<file path="config.mk">
export PLATFORM = sky130hd
export DESIGN_NAME = mtg_top
export DESIGN_NICKNAME = d
export VERILOG_FILES = /design/src/mtg_pkg.sv /design/src/mtg_top.sv
export VERILOG_INCLUDE_DIRS = /design/src
export SDC_FILE = /design/constraint.sdc
export NUM_CORES = 2
export LEC_CHECK = 0
export BUFFER_PORTS_ARGS = -buffer_cell sky130_fd_sc_hd__buf_2
export CAP_MARGIN = 20
export CORE_MARGIN = 3
export CORE_UTILIZATION = 60
export DETAILED_ROUTE_END_ITERATION = 8
export PLACE_DENSITY_LB_ADDON = 0.05
export SLEW_MARGIN = 30
export SYNTH_ARGS = -nofsm -noshare
export SYNTH_HDL_FRONTEND = slang
export SYNTH_SLANG_ARGS = --single-unit
</file>
<file path="constraint.sdc">
create_clock -name ref_clk -period 55.2 [get_ports ref_clk]
set_clock_uncertainty 0.2 [all_clocks]
set_input_delay 5.52 -clock ref_clk [delete_from_list [all_inputs] [get_ports ref_clk]]
set_output_delay 5.52 -clock ref_clk [all_outputs]
set_load 0.005 [all_outputs]
</file>
<file path="src/mtg_regs.svh">
// Constants for the memory traffic generator self-test block
`ifndef MTG_REGS_SVH
`define MTG_REGS_SVH
`define MTG_ADDR_W 24
`define MTG_SIZE_W 3
`define MTG_DATA_W 72
`define MTG_LFSR_SEED 32'h1234abcd
`define MTG_TIMEOUT_CYC 100000
`endif

</file>
<file path="src/mtg_pkg.sv">
// Types for the memory traffic generator
package mtg_pkg;
    typedef enum logic [3:0] {
        MTG_INDIV = 4'h1,
        MTG_BLOCK = 4'h2,
        MTG_PASS = 4'h4,
        MTG_FAIL = 4'h8
    } mtg_top_type;
    typedef enum logic [2:0] {
        MTG_SEQ = 3'h1,
        MTG_RAND = 3'h2,
        MTG_MIX = 3'h4
    } mtg_sub_type;
    typedef enum logic [3:0] {
        MTG_PH_WR = 4'h1,
        MTG_PH_RD = 4'h2,
        MTG_PH_WAIT = 4'h4,
        MTG_PH_NEXT = 4'h8
    } mtg_phase_type;
endpackage : mtg_pkg

</file>
<file path="src/mtg_top.sv">
// Memory traffic generator with write, read-back and compare
`include "mtg_regs.svh"
module mtg_top #(
    parameter int AW = `MTG_ADDR_W,
    parameter int SW = `MTG_SIZE_W,
    parameter int DW = `MTG_DATA_W,
    parameter int SEQ_OPS = 8,
    parameter int RAND_OPS = 8,
    parameter int MIX_OPS = 8,
    parameter int BLOCK_N = 4,
    parameter logic [23:0] RAND_LO = 24'h000100,
    parameter logic [23:0] RAND_SPAN = 24'h000400,
    parameter logic [7:0] MIX_SEQ_PCT = 8'h32,
    parameter logic [2:0] BURST_MIN_SEQ = 3'h1,
    parameter logic [2:0] BURST_MAX_SEQ = 3'h4,
    parameter logic [2:0] BURST_MIN_RAND = 3'h1,
    parameter logic [2:0] BURST_MAX_RAND = 3'h2,
    parameter logic [2:0] BURST_MIN_MIX = 3'h1,
    parameter logic [2:0] BURST_MAX_MIX = 3'h3,
    parameter logic [2:0] BYTE_SHIFT = 3'h3,
    parameter int TIMEOUT_CYC = `MTG_TIMEOUT_CYC
) (
    input wire logic ref_clk,
    input wire logic rst,
    input wire logic [AW-1:0] seq_start_addr,
    input wire logic byte_addr_en,
    input wire logic avl_ready,
    output logic avl_write_req,
    output logic avl_read_req,
    output logic [AW-1:0] avl_addr,
    output logic [SW-1:0] avl_size,
    output logic [DW-1:0] avl_wdata,
    input wire logic [DW-1:0] avl_rdata,
    input wire logic avl_rdata_valid,
    output logic [DW-1:0] pnf_per_bit,
    output logic [DW-1:0] pnf_per_bit_persist,
    output logic pass,
    output logic fail,
    output logic test_complete
);
    localparam int NMAX = 16;
    // Each random-address op owns an eight-word slot, so one group never overwrites itself; costs address spread
    localparam logic [23:0] RAND_SLOTS = (RAND_SPAN[23:7] == 17'h00000) ? 24'h000001 : {7'h00, RAND_SPAN[23:7]};
    mtg_pkg::mtg_top_type top_q;
    mtg_pkg::mtg_sub_type sub_q;
    mtg_pkg::mtg_phase_type ph_q;
    logic [31:0] lfsr_q;
    logic [15:0] ops_q;
    logic [4:0] nidx_q;
    logic [4:0] rdidx_q;
    logic [SW-1:0] beat_q;
    logic [AW-1:0] seq_addr_q;
    logic [AW-1:0] op_addr [NMAX];
    logic [SW-1:0] op_size [NMAX];
    logic [31:0] seed_q [NMAX];
    logic [15:0] rbeat_q;
    logic [15:0] pend_q;
    logic mism_q;
    logic [31:0] tmo_q;
    logic [15:0] exp_cnt_q;
    logic [DW-1:0] exp_data;
    logic [4:0] nops;
    logic [15:0] sub_ops;
    logic [2:0] bmin;
    logic [2:0] bmax;
    logic [2:0] burst;
    logic use_seq;
    logic [AW-1:0] rand_addr;
    logic [AW-1:0] gen_addr;
    logic [AW-1:0] seq_cur;
    logic done_all;
    logic accept;
    logic [DW-1:0] cmp;

    // Data pattern from operation seed and beat, so expected data needs no storage of words
    function automatic logic [DW-1:0] pattern(input logic [31:0] s, input logic [15:0] b);
        logic [31:0] x;
        x = s ^ {b, b};
        pattern = {x[7:0], x, ~x};
    endfunction : pattern

    assign nops = (top_q == mtg_pkg::MTG_BLOCK) ? 5'(BLOCK_N) : 5'h01;
    always_comb begin
        sub_ops = 16'(SEQ_OPS);
        bmin = BURST_MIN_SEQ;
        bmax = BURST_MAX_SEQ;
        unique case (sub_q)
            mtg_pkg::MTG_SEQ: begin
                sub_ops = 16'(SEQ_OPS);
            end
            mtg_pkg::MTG_RAND: begin
                sub_ops = 16'(RAND_OPS);
                bmin = BURST_MIN_RAND;
                bmax = BURST_MAX_RAND;
            end
            mtg_pkg::MTG_MIX: begin
                sub_ops = 16'(MIX_OPS);
                bmin = BURST_MIN_MIX;
                bmax = BURST_MAX_MIX;
            end
        endcase
    end
    // Burst drawn within the substate's range
    assign burst = bmin + 3'(lfsr_q[7:0] % 8'(bmax - bmin + 3'h1));
    assign use_seq = (sub_q == mtg_pkg::MTG_SEQ) ||
        ((sub_q == mtg_pkg::MTG_MIX) && (lfsr_q[15:8] % 8'h64 < MIX_SEQ_PCT));
    assign rand_addr = RAND_LO + AW'({lfsr_q[31:8] % RAND_SLOTS, nidx_q[3:0], 3'h0});
    assign seq_cur = (sub_q == mtg_pkg::MTG_SEQ && ops_q == 16'h0000 && nidx_q == 5'h00) ? seq_start_addr
        : seq_addr_q;
    assign gen_addr = use_seq ? seq_cur : rand_addr;
    assign accept = avl_ready && (avl_write_req || avl_read_req);
    assign done_all = (pend_q == 16'h0000);

    always_ff @(posedge ref_clk or posedge rst) begin
        if (rst) begin
            lfsr_q <= `MTG_LFSR_SEED;
        end else begin
            lfsr_q <= {lfsr_q[30:0], lfsr_q[31] ^ lfsr_q[21] ^ lfsr_q[1] ^ lfsr_q[0]};
        end
    end

    // Sequencer: state, substate and phase
    always_ff @(posedge ref_clk or posedge rst) begin
        if (rst) begin
            top_q <= mtg_pkg::MTG_INDIV;
            sub_q <= mtg_pkg::MTG_SEQ;
            ph_q <= mtg_pkg::MTG_PH_NEXT;
            ops_q <= 16'h0000;
            nidx_q <= 5'h00;
            beat_q <= '0;
            seq_addr_q <= '0;
            avl_write_req <= 1'b0;
            avl_read_req <= 1'b0;
            avl_addr <= '0;
            avl_size <= '0;
            avl_wdata <= '0;
            for (int i = 0; i < NMAX; i++) begin
                op_addr[i] <= '0;
                op_size[i] <= '0;
                seed_q[i] <= '0;
            end
        end else if (top_q == mtg_pkg::MTG_INDIV || top_q == mtg_pkg::MTG_BLOCK) begin
            unique case (ph_q)
                mtg_pkg::MTG_PH_NEXT: begin
                    if (ops_q >= sub_ops) begin
                        ops_q <= 16'h0000;
                        unique case (sub_q)
                            mtg_pkg::MTG_SEQ: sub_q <= mtg_pkg::MTG_RAND;
                            mtg_pkg::MTG_RAND: sub_q <= mtg_pkg::MTG_MIX;
                            mtg_pkg::MTG_MIX: begin
                                sub_q <= mtg_pkg::MTG_SEQ;
                                if (top_q == mtg_pkg::MTG_INDIV) begin
                                    top_q <= mtg_pkg::MTG_BLOCK;
                                end else begin
                                    // Every group was already drained and compared clean in the wait phase
                                    top_q <= mtg_pkg::MTG_PASS;
                                end
                            end
                        endcase
                    end else begin
                        // Plan one write op of the group; the read group reuses it exactly
                        op_addr[nidx_q[3:0]] <= gen_addr;
                        op_size[nidx_q[3:0]] <= burst;
                        seed_q[nidx_q[3:0]] <= lfsr_q;
                        if (use_seq) begin
                            seq_addr_q <= seq_cur + AW'(burst);
                        end
                        avl_write_req <= 1'b1;
                        avl_addr <= byte_addr_en ? (gen_addr << BYTE_SHIFT) : gen_addr;
                        avl_size <= burst;
                        avl_wdata <= pattern(lfsr_q, 16'h0000);
                        beat_q <= '0;
                        ph_q <= mtg_pkg::MTG_PH_WR;
                    end
                end
                mtg_pkg::MTG_PH_WR: begin
                    if (accept) begin
                        if (beat_q + 3'h1 < op_size[nidx_q[3:0]]) begin
                            beat_q <= beat_q + 3'h1;
                            avl_wdata <= pattern(seed_q[nidx_q[3:0]], 16'(beat_q + 3'h1));
                        end else if (nidx_q + 5'h01 < nops) begin
                            avl_write_req <= 1'b0;
                            nidx_q <= nidx_q + 5'h01;
                            ph_q <= mtg_pkg::MTG_PH_NEXT;
                        end else begin
                            // Writes done: read back the same group
                            avl_write_req <= 1'b0;
                            avl_read_req <= 1'b1;
                            nidx_q <= 5'h00;
                            avl_addr <= byte_addr_en ? (op_addr[0] << BYTE_SHIFT) : op_addr[0];
                            avl_size <= op_size[0];
                            ph_q <= mtg_pkg::MTG_PH_RD;
                        end
                    end
                end
                mtg_pkg::MTG_PH_RD: begin
                    if (accept) begin
                        if (nidx_q + 5'h01 < nops) begin
                            nidx_q <= nidx_q + 5'h01;
                            avl_addr <= byte_addr_en ? (op_addr[nidx_q[3:0] + 4'h1] << BYTE_SHIFT)
                                : op_addr[nidx_q[3:0] + 4'h1];
                            avl_size <= op_size[nidx_q[3:0] + 4'h1];
                        end else begin
                            avl_read_req <= 1'b0;
                            ph_q <= mtg_pkg::MTG_PH_WAIT;
                        end
                    end
                end
                mtg_pkg::MTG_PH_WAIT: begin
                    // Next group only after all reads of this one compared
                    if (done_all) begin
                        if (mism_q) begin
                            top_q <= mtg_pkg::MTG_FAIL;
                        end else begin
                            nidx_q <= 5'h00;
                            ops_q <= ops_q + 16'h0001;
                            ph_q <= mtg_pkg::MTG_PH_NEXT;
                        end
                    end
                end
            endcase
            if (tmo_q >= 32'(TIMEOUT_CYC)) begin
                top_q <= mtg_pkg::MTG_FAIL;
                avl_write_req <= 1'b0;
                avl_read_req <= 1'b0;
            end
        end
    end

    // Outstanding beats; counts up on read issue, down on valid data
    always_ff @(posedge ref_clk or posedge rst) begin
        if (rst) begin
            pend_q <= 16'h0000;
        end else begin
            pend_q <= pend_q + ((avl_read_req && avl_ready) ? 16'(avl_size) : 16'h0000)
                - (avl_rdata_valid ? 16'h0001 : 16'h0000);
        end
    end

    // Read comparison walks the same group in order
    assign exp_data = pattern(seed_q[rdidx_q[3:0]], exp_cnt_q);
    assign cmp = ~(avl_rdata ^ exp_data);
    always_ff @(posedge ref_clk or posedge rst) begin
        if (rst) begin
            rdidx_q <= 5'h00;
            rbeat_q <= 16'h0000;
            exp_cnt_q <= 16'h0000;
            mism_q <= 1'b0;
            pnf_per_bit <= '1;
            pnf_per_bit_persist <= '1;
        end else if (avl_rdata_valid) begin
            pnf_per_bit <= cmp;
            pnf_per_bit_persist <= pnf_per_bit_persist & cmp;
            if (cmp != '1) begin
                mism_q <= 1'b1;
            end
            if (exp_cnt_q + 16'h0001 < 16'(op_size[rdidx_q[3:0]])) begin
                exp_cnt_q <= exp_cnt_q + 16'h0001;
            end else begin
                exp_cnt_q <= 16'h0000;
                rdidx_q <= (rdidx_q + 5'h01 < nops) ? rdidx_q + 5'h01 : 5'h00;
            end
            rbeat_q <= rbeat_q + 16'h0001;
        end
    end

    // Timeout on the bus clock; restarts on any bus progress
    always_ff @(posedge ref_clk or posedge rst) begin
        if (rst) begin
            tmo_q <= 32'h0;
        end else if (accept || avl_rdata_valid || top_q == mtg_pkg::MTG_PASS || top_q == mtg_pkg::MTG_FAIL) begin
            tmo_q <= 32'h0;
        end else begin
            tmo_q <= tmo_q + 32'h1;
        end
    end

    // Terminal states hold until reset
    assign pass = (top_q == mtg_pkg::MTG_PASS);
    assign fail = (top_q == mtg_pkg::MTG_FAIL);
    assign test_complete = pass || fail;

    chk_req_hold: assert property (@(posedge ref_clk) disable iff (rst)
        (avl_write_req && !avl_ready && !fail && tmo_q < 32'(TIMEOUT_CYC))
        |=> (avl_write_req && $stable(avl_addr) && $stable(avl_wdata)))
        else $error("write request dropped before ready");
    chk_rd_hold: assert property (@(posedge ref_clk) disable iff (rst)
        (avl_read_req && !avl_ready && !fail && tmo_q < 32'(TIMEOUT_CYC))
        |=> (avl_read_req && $stable(avl_addr) && $stable(avl_size)))
        else $error("read request dropped before ready");
    chk_no_both_req: assert property (@(posedge ref_clk) disable iff (rst)
        !(avl_write_req && avl_read_req))
        else $error("read and write requested together");
    chk_pass_clean: assert property (@(posedge ref_clk) disable iff (rst)
        $rose(pass) |-> (pnf_per_bit_persist == '1) && (pend_q == 16'h0000))
        else $error("pass with mismatch or pending reads");
    chk_fail_sticky: assert property (@(posedge ref_clk) disable iff (rst)
        fail |=> fail && !pass)
        else $error("fail state left without reset");
    chk_mism_fail: assert property (@(posedge ref_clk) disable iff (rst)
        (mism_q && ph_q == mtg_pkg::MTG_PH_WAIT && done_all && !fail) |=> fail)
        else $error("mismatch did not lead to fail");
    chk_done_flag: assert property (@(posedge ref_clk) disable iff (rst)
        test_complete |=> test_complete && $stable(pass))
        else $error("run done dropped before reset");
    chk_timeout_fail: assert property (@(posedge ref_clk) disable iff (rst)
        (tmo_q >= 32'(TIMEOUT_CYC) && !pass) |=> fail)
        else $error("timeout did not fail");
    chk_burst_range: assert property (@(posedge ref_clk) disable iff (rst)
        $rose(avl_write_req) |-> (avl_size >= bmin && avl_size <= bmax))
        else $error("burst outside range");
    chk_no_req_end: assert property (@(posedge ref_clk) disable iff (rst)
        (pass || fail) |=> !avl_write_req && !avl_read_req)
        else $error("request in terminal state");
endmodule : mtg_top

</file>
==> results.py <==
metrics = {
    "floorplanning": {
        "io-pin-count": 349,
        "die_w_um": 339,
        "die_y_um": 339,
        "num_rows": 121,
        "die_area_um2": 115000,
        "core_region_area_um2": 109000,
        "start_util_pct": 60.8,
    },
    "cells_and_area": {
        "final_common_cell": "dfrtp_1",
        "fillers": 8118,
        "stdcell_area_um2": 74300,
        "nets": 5815,
        "layout-drive-gt1-share_pct": 31.7,
        "final_cell_mix": "dfrtp_1, nand2_1, o21ai_0",
        "syn_to_final_growth_pct": 11.7,
    },
    "place": {
        "io_buffers": 348,
        "hpwlAfterDp_um": 119000,
        "globalplace.congestion": 0.886,
        "place_area_um2": 69400,
    },
    "sta": {
        "fin_tns_setup_ns": 0,
        "slew_headroom_pct": 28.6,
        "grt_setup_unrepaired": "false",
        "finalSetupViolations": 0,
        "worstMarginPinSlew_ns": 1.06,
        "hold_viol": 0,
        "period_share_pct": 27.6,
        "fmax_mhz": 65.7,
        "slew_violations": 0,
        "period_minus_slack_ns": 15.23,
    },
    "route": {
        "drc": 0,
        "routed_wirelength_um": 191000,
        "vias": 46600,
        "viasPerCell": 6.45,
        "drtIter0Drc": 4422,
        "ant_nets": 0,
        "first_pass_iters": 6,
        "routedWlPerCell_um": 26.4,
    },
    "clock_tree": {
        "clockBufferDepth": 3,
        "worstSkewPairLatency_ns": 0.77,
        "cts_hold_buf": 0,
        "root_buffer": "clkbuf_16",
        "cts_buffers": 145,
        "cts.sinks": 1342,
        "cts_max_level": 4,
        "cts.repair.resized": 0,
        "clk_pin_slew_worst_paths_ns": 0.06,
        "cts_tree": "yes",
        "post_cts_buffers": 0,
    },
    "power": {
        "p_switching_mw": 0.893,
        "p_leak_nw": 33.1,
        "vdd_ir_drop_max_uv": 37.8,
        "powerDensity_nw_per_um2": 38.0,
        "clkPwrFrac_pct": 34.6,
        "p_comb_share_pct": 25.0,
        "p_seq_share_pct": 40.5,
        "p_int_mw": 1.93,
        "swShare_pct": 31.6,
    },
    "critical_path": {
        "rrSetupSlack_ns": 39.97,
        "r2r-end": "seq_addr_q[20]",
        "slowest_delay_ns": 0.65,
        "crit_path_max_fanout": 19,
        "cp_data_arrival_time_ns": 15.70,
        "cp-end-kind": "register",
        "start_kind": "register",
        "startpoint": "sub_q[1]",
        "crit_type": "reg -> reg",
        "ff2ff_path_depth": 55,
        "critPathSlowestCell": "mux2i_4",
        "r2r-start": "sub_q[1]",
        "cp_data_required_time_ns": 55.67,
        "crit_path_frequent_cell": "ha_1",
    },
    "yosys": {
        "ys_dominant_reg_cell": "dfrtp_1",
        "syn-instance-count": 5496,
        "yosys.cell_types.count": 82,
        "ys_seq_elements": 1342,
        "synth-edff-count": 0,
        "syn_area_um2": 66500,
        "postSynth.asyncResetShare_pct": 100,
        "ys_seq_area_share_pct": 50.8,
        "yosys_warnings": 0,
        "avgSynthCellArea_um2": 12.1,
    },
    "grt": {
        "grt_use_total_pct": 33.6,
        "antenna_found_initial": 4,
        "grt_pass1_wl_um": 293000,
        "grt_overflow_total": 0,
        "grt_pass1_vias": 46100,
        "grt_max_degree": 181,
    },
    "run_status": {
        "status": "finished clean",
    },
    "hold_path": {
        "min_from": "lfsr_q[5]",
        "min_path_cells": 0,
        "min_to": "lfsr_q[6]",
        "hold_class": "reg -> reg",
    },
    "run": {
        "maxCapViolCount": 0,
    },
}
[metal layers]
layer  up-vias  track usage (%)  share of wire, %
li1      20200                -                 -
met1     24100             48.9                42
met2      1895             51.7                46
met3       366             6.80               8.4
met4         2             10.2               3.1
met5         -                0            0.0068
[power by group through the flow]
stage | Sequential (mW) | Clock, mW | Combinational, mW
floorplan | 1.14 | 0 | 0.487
global placement | 1.16 | 0 | 0.695
detailed placement | 1.16 | 0 | 0.704
CTS | 1.14 | 0.988 | 0.707
global route | 1.15 | 1.03 | 0.761
finish | 1.14 | 0.976 | 0.705
[worst max-delay path by stage]
| stage | end | cells after the start | slack (ns) |
|---|---|---|---|
| 4_1_cts | seq_addr_q[20] | 55 | 39.92 |
| 2_1_floorplan | avl_addr[0] | 1 | 11.92 |
| 6_report | seq_addr_q[20] | 55 | 39.97 |
| 5_1_grt | seq_addr_q[20] | 57 | 39.07 |
| 3_5_place_dp | seq_addr_q[20] | 55 | 39.96 |
| 3_3_place_gp | seq_addr_q[20] | 55 | 40.27 |
[worst max-delay path: cells and delay by family (launching register included)]
kind	cells	cell delay (ns)
buffers and inverters	3	0.73
adder cells (fa/ha/maj)	9	2.84
AND/OR/NAND/NOR	11	3.19
flip-flops	1	0.43
multiplexers	4	1.65
XOR/XNOR	2	0.45
AO/OA/AOI/OAI	26	5.63
[synth_stat cells (74+ instances only)]
cell,n,area [µm²]
dfrtp_1,1180,29500
nand2_1,850,3190
o21ai_0,658,3290
mux4_2,469,10600
mux2_2,428,4820
clkbuf_1,367,1380
dfstp_2,162,4260
nor2_1,122,458
o21a_1,104,781
a21oi_1,100,500
xnor2_1,100,876
xor2_1,79,692
ha_1,74,926
[per-stage QoR]
step / power [mW] / std cells / utilization, % / hold WS [ns] / setup slack [ns]
after global placement: 1.85 / 6959 / 63.3 / 0.190 / 40.27
after detailed placement: 1.86 / 6963 / 63.4 / 0.188 / 39.96
after CTS: 2.84 / 7219 / 67.7 / 0.190 / 39.92
final: 2.82 / 7226 / 67.9 / 0.190 / 39.97
after floorplan: 1.62 / 5500 / - / 0.152 / 11.92
after global routing: 2.95 / 7224 / 67.9 / 0.194 / 39.07
[layout make-up]
class                      count  area (µm²)  share of cell area (%)
antenna                        4        10.0                  0.0135
clock buffer                 212        4360                    5.87
clock inverter                44         430                   0.579
inverter                      77         302                   0.406
multi-input combinational   3629       30900                    41.6
sequential                  1342       33800                    45.5
tap                         1476        1850                    2.49
timing repair buffer         442        2620                    3.52
[state kept, by name, summed over array words and instances, names as in the netlist, 3 cells and up]
name / cells
seq_addr_q: 24
lfsr_q: 32
avl_size: 3
sub_q: 3
pend_q: 16
tmo_q: 32
avl_addr: 24
seed_q: 512
pnf_per_bit_persist: 72
op_size: 48
exp_cnt_q: 16
beat_q: 3
pnf_per_bit: 72
ops_q: 16
nidx_q: 5
ph_q: 4
top_q: 4
rdidx_q: 5
op_addr: 384
avl_wdata: 64
[kinds of logic (layout without fill, tap and decap cells)]
family,after synthesis,after routing,synth area share [%]
adders and majority gates,78,78,1.50
and+or+nand+nor,1331,1331,8.80
AOI/OAI and AO/OA,1080,1080,9.45
other,1,9,0.00564
DFF,1342,1342,50.8
buffers and inverters,529,775,3.10
xor gates and xnor gates,180,180,2.38
muxes,955,955,24.0
Note: power is estimated with default switching activity, not from simulation.
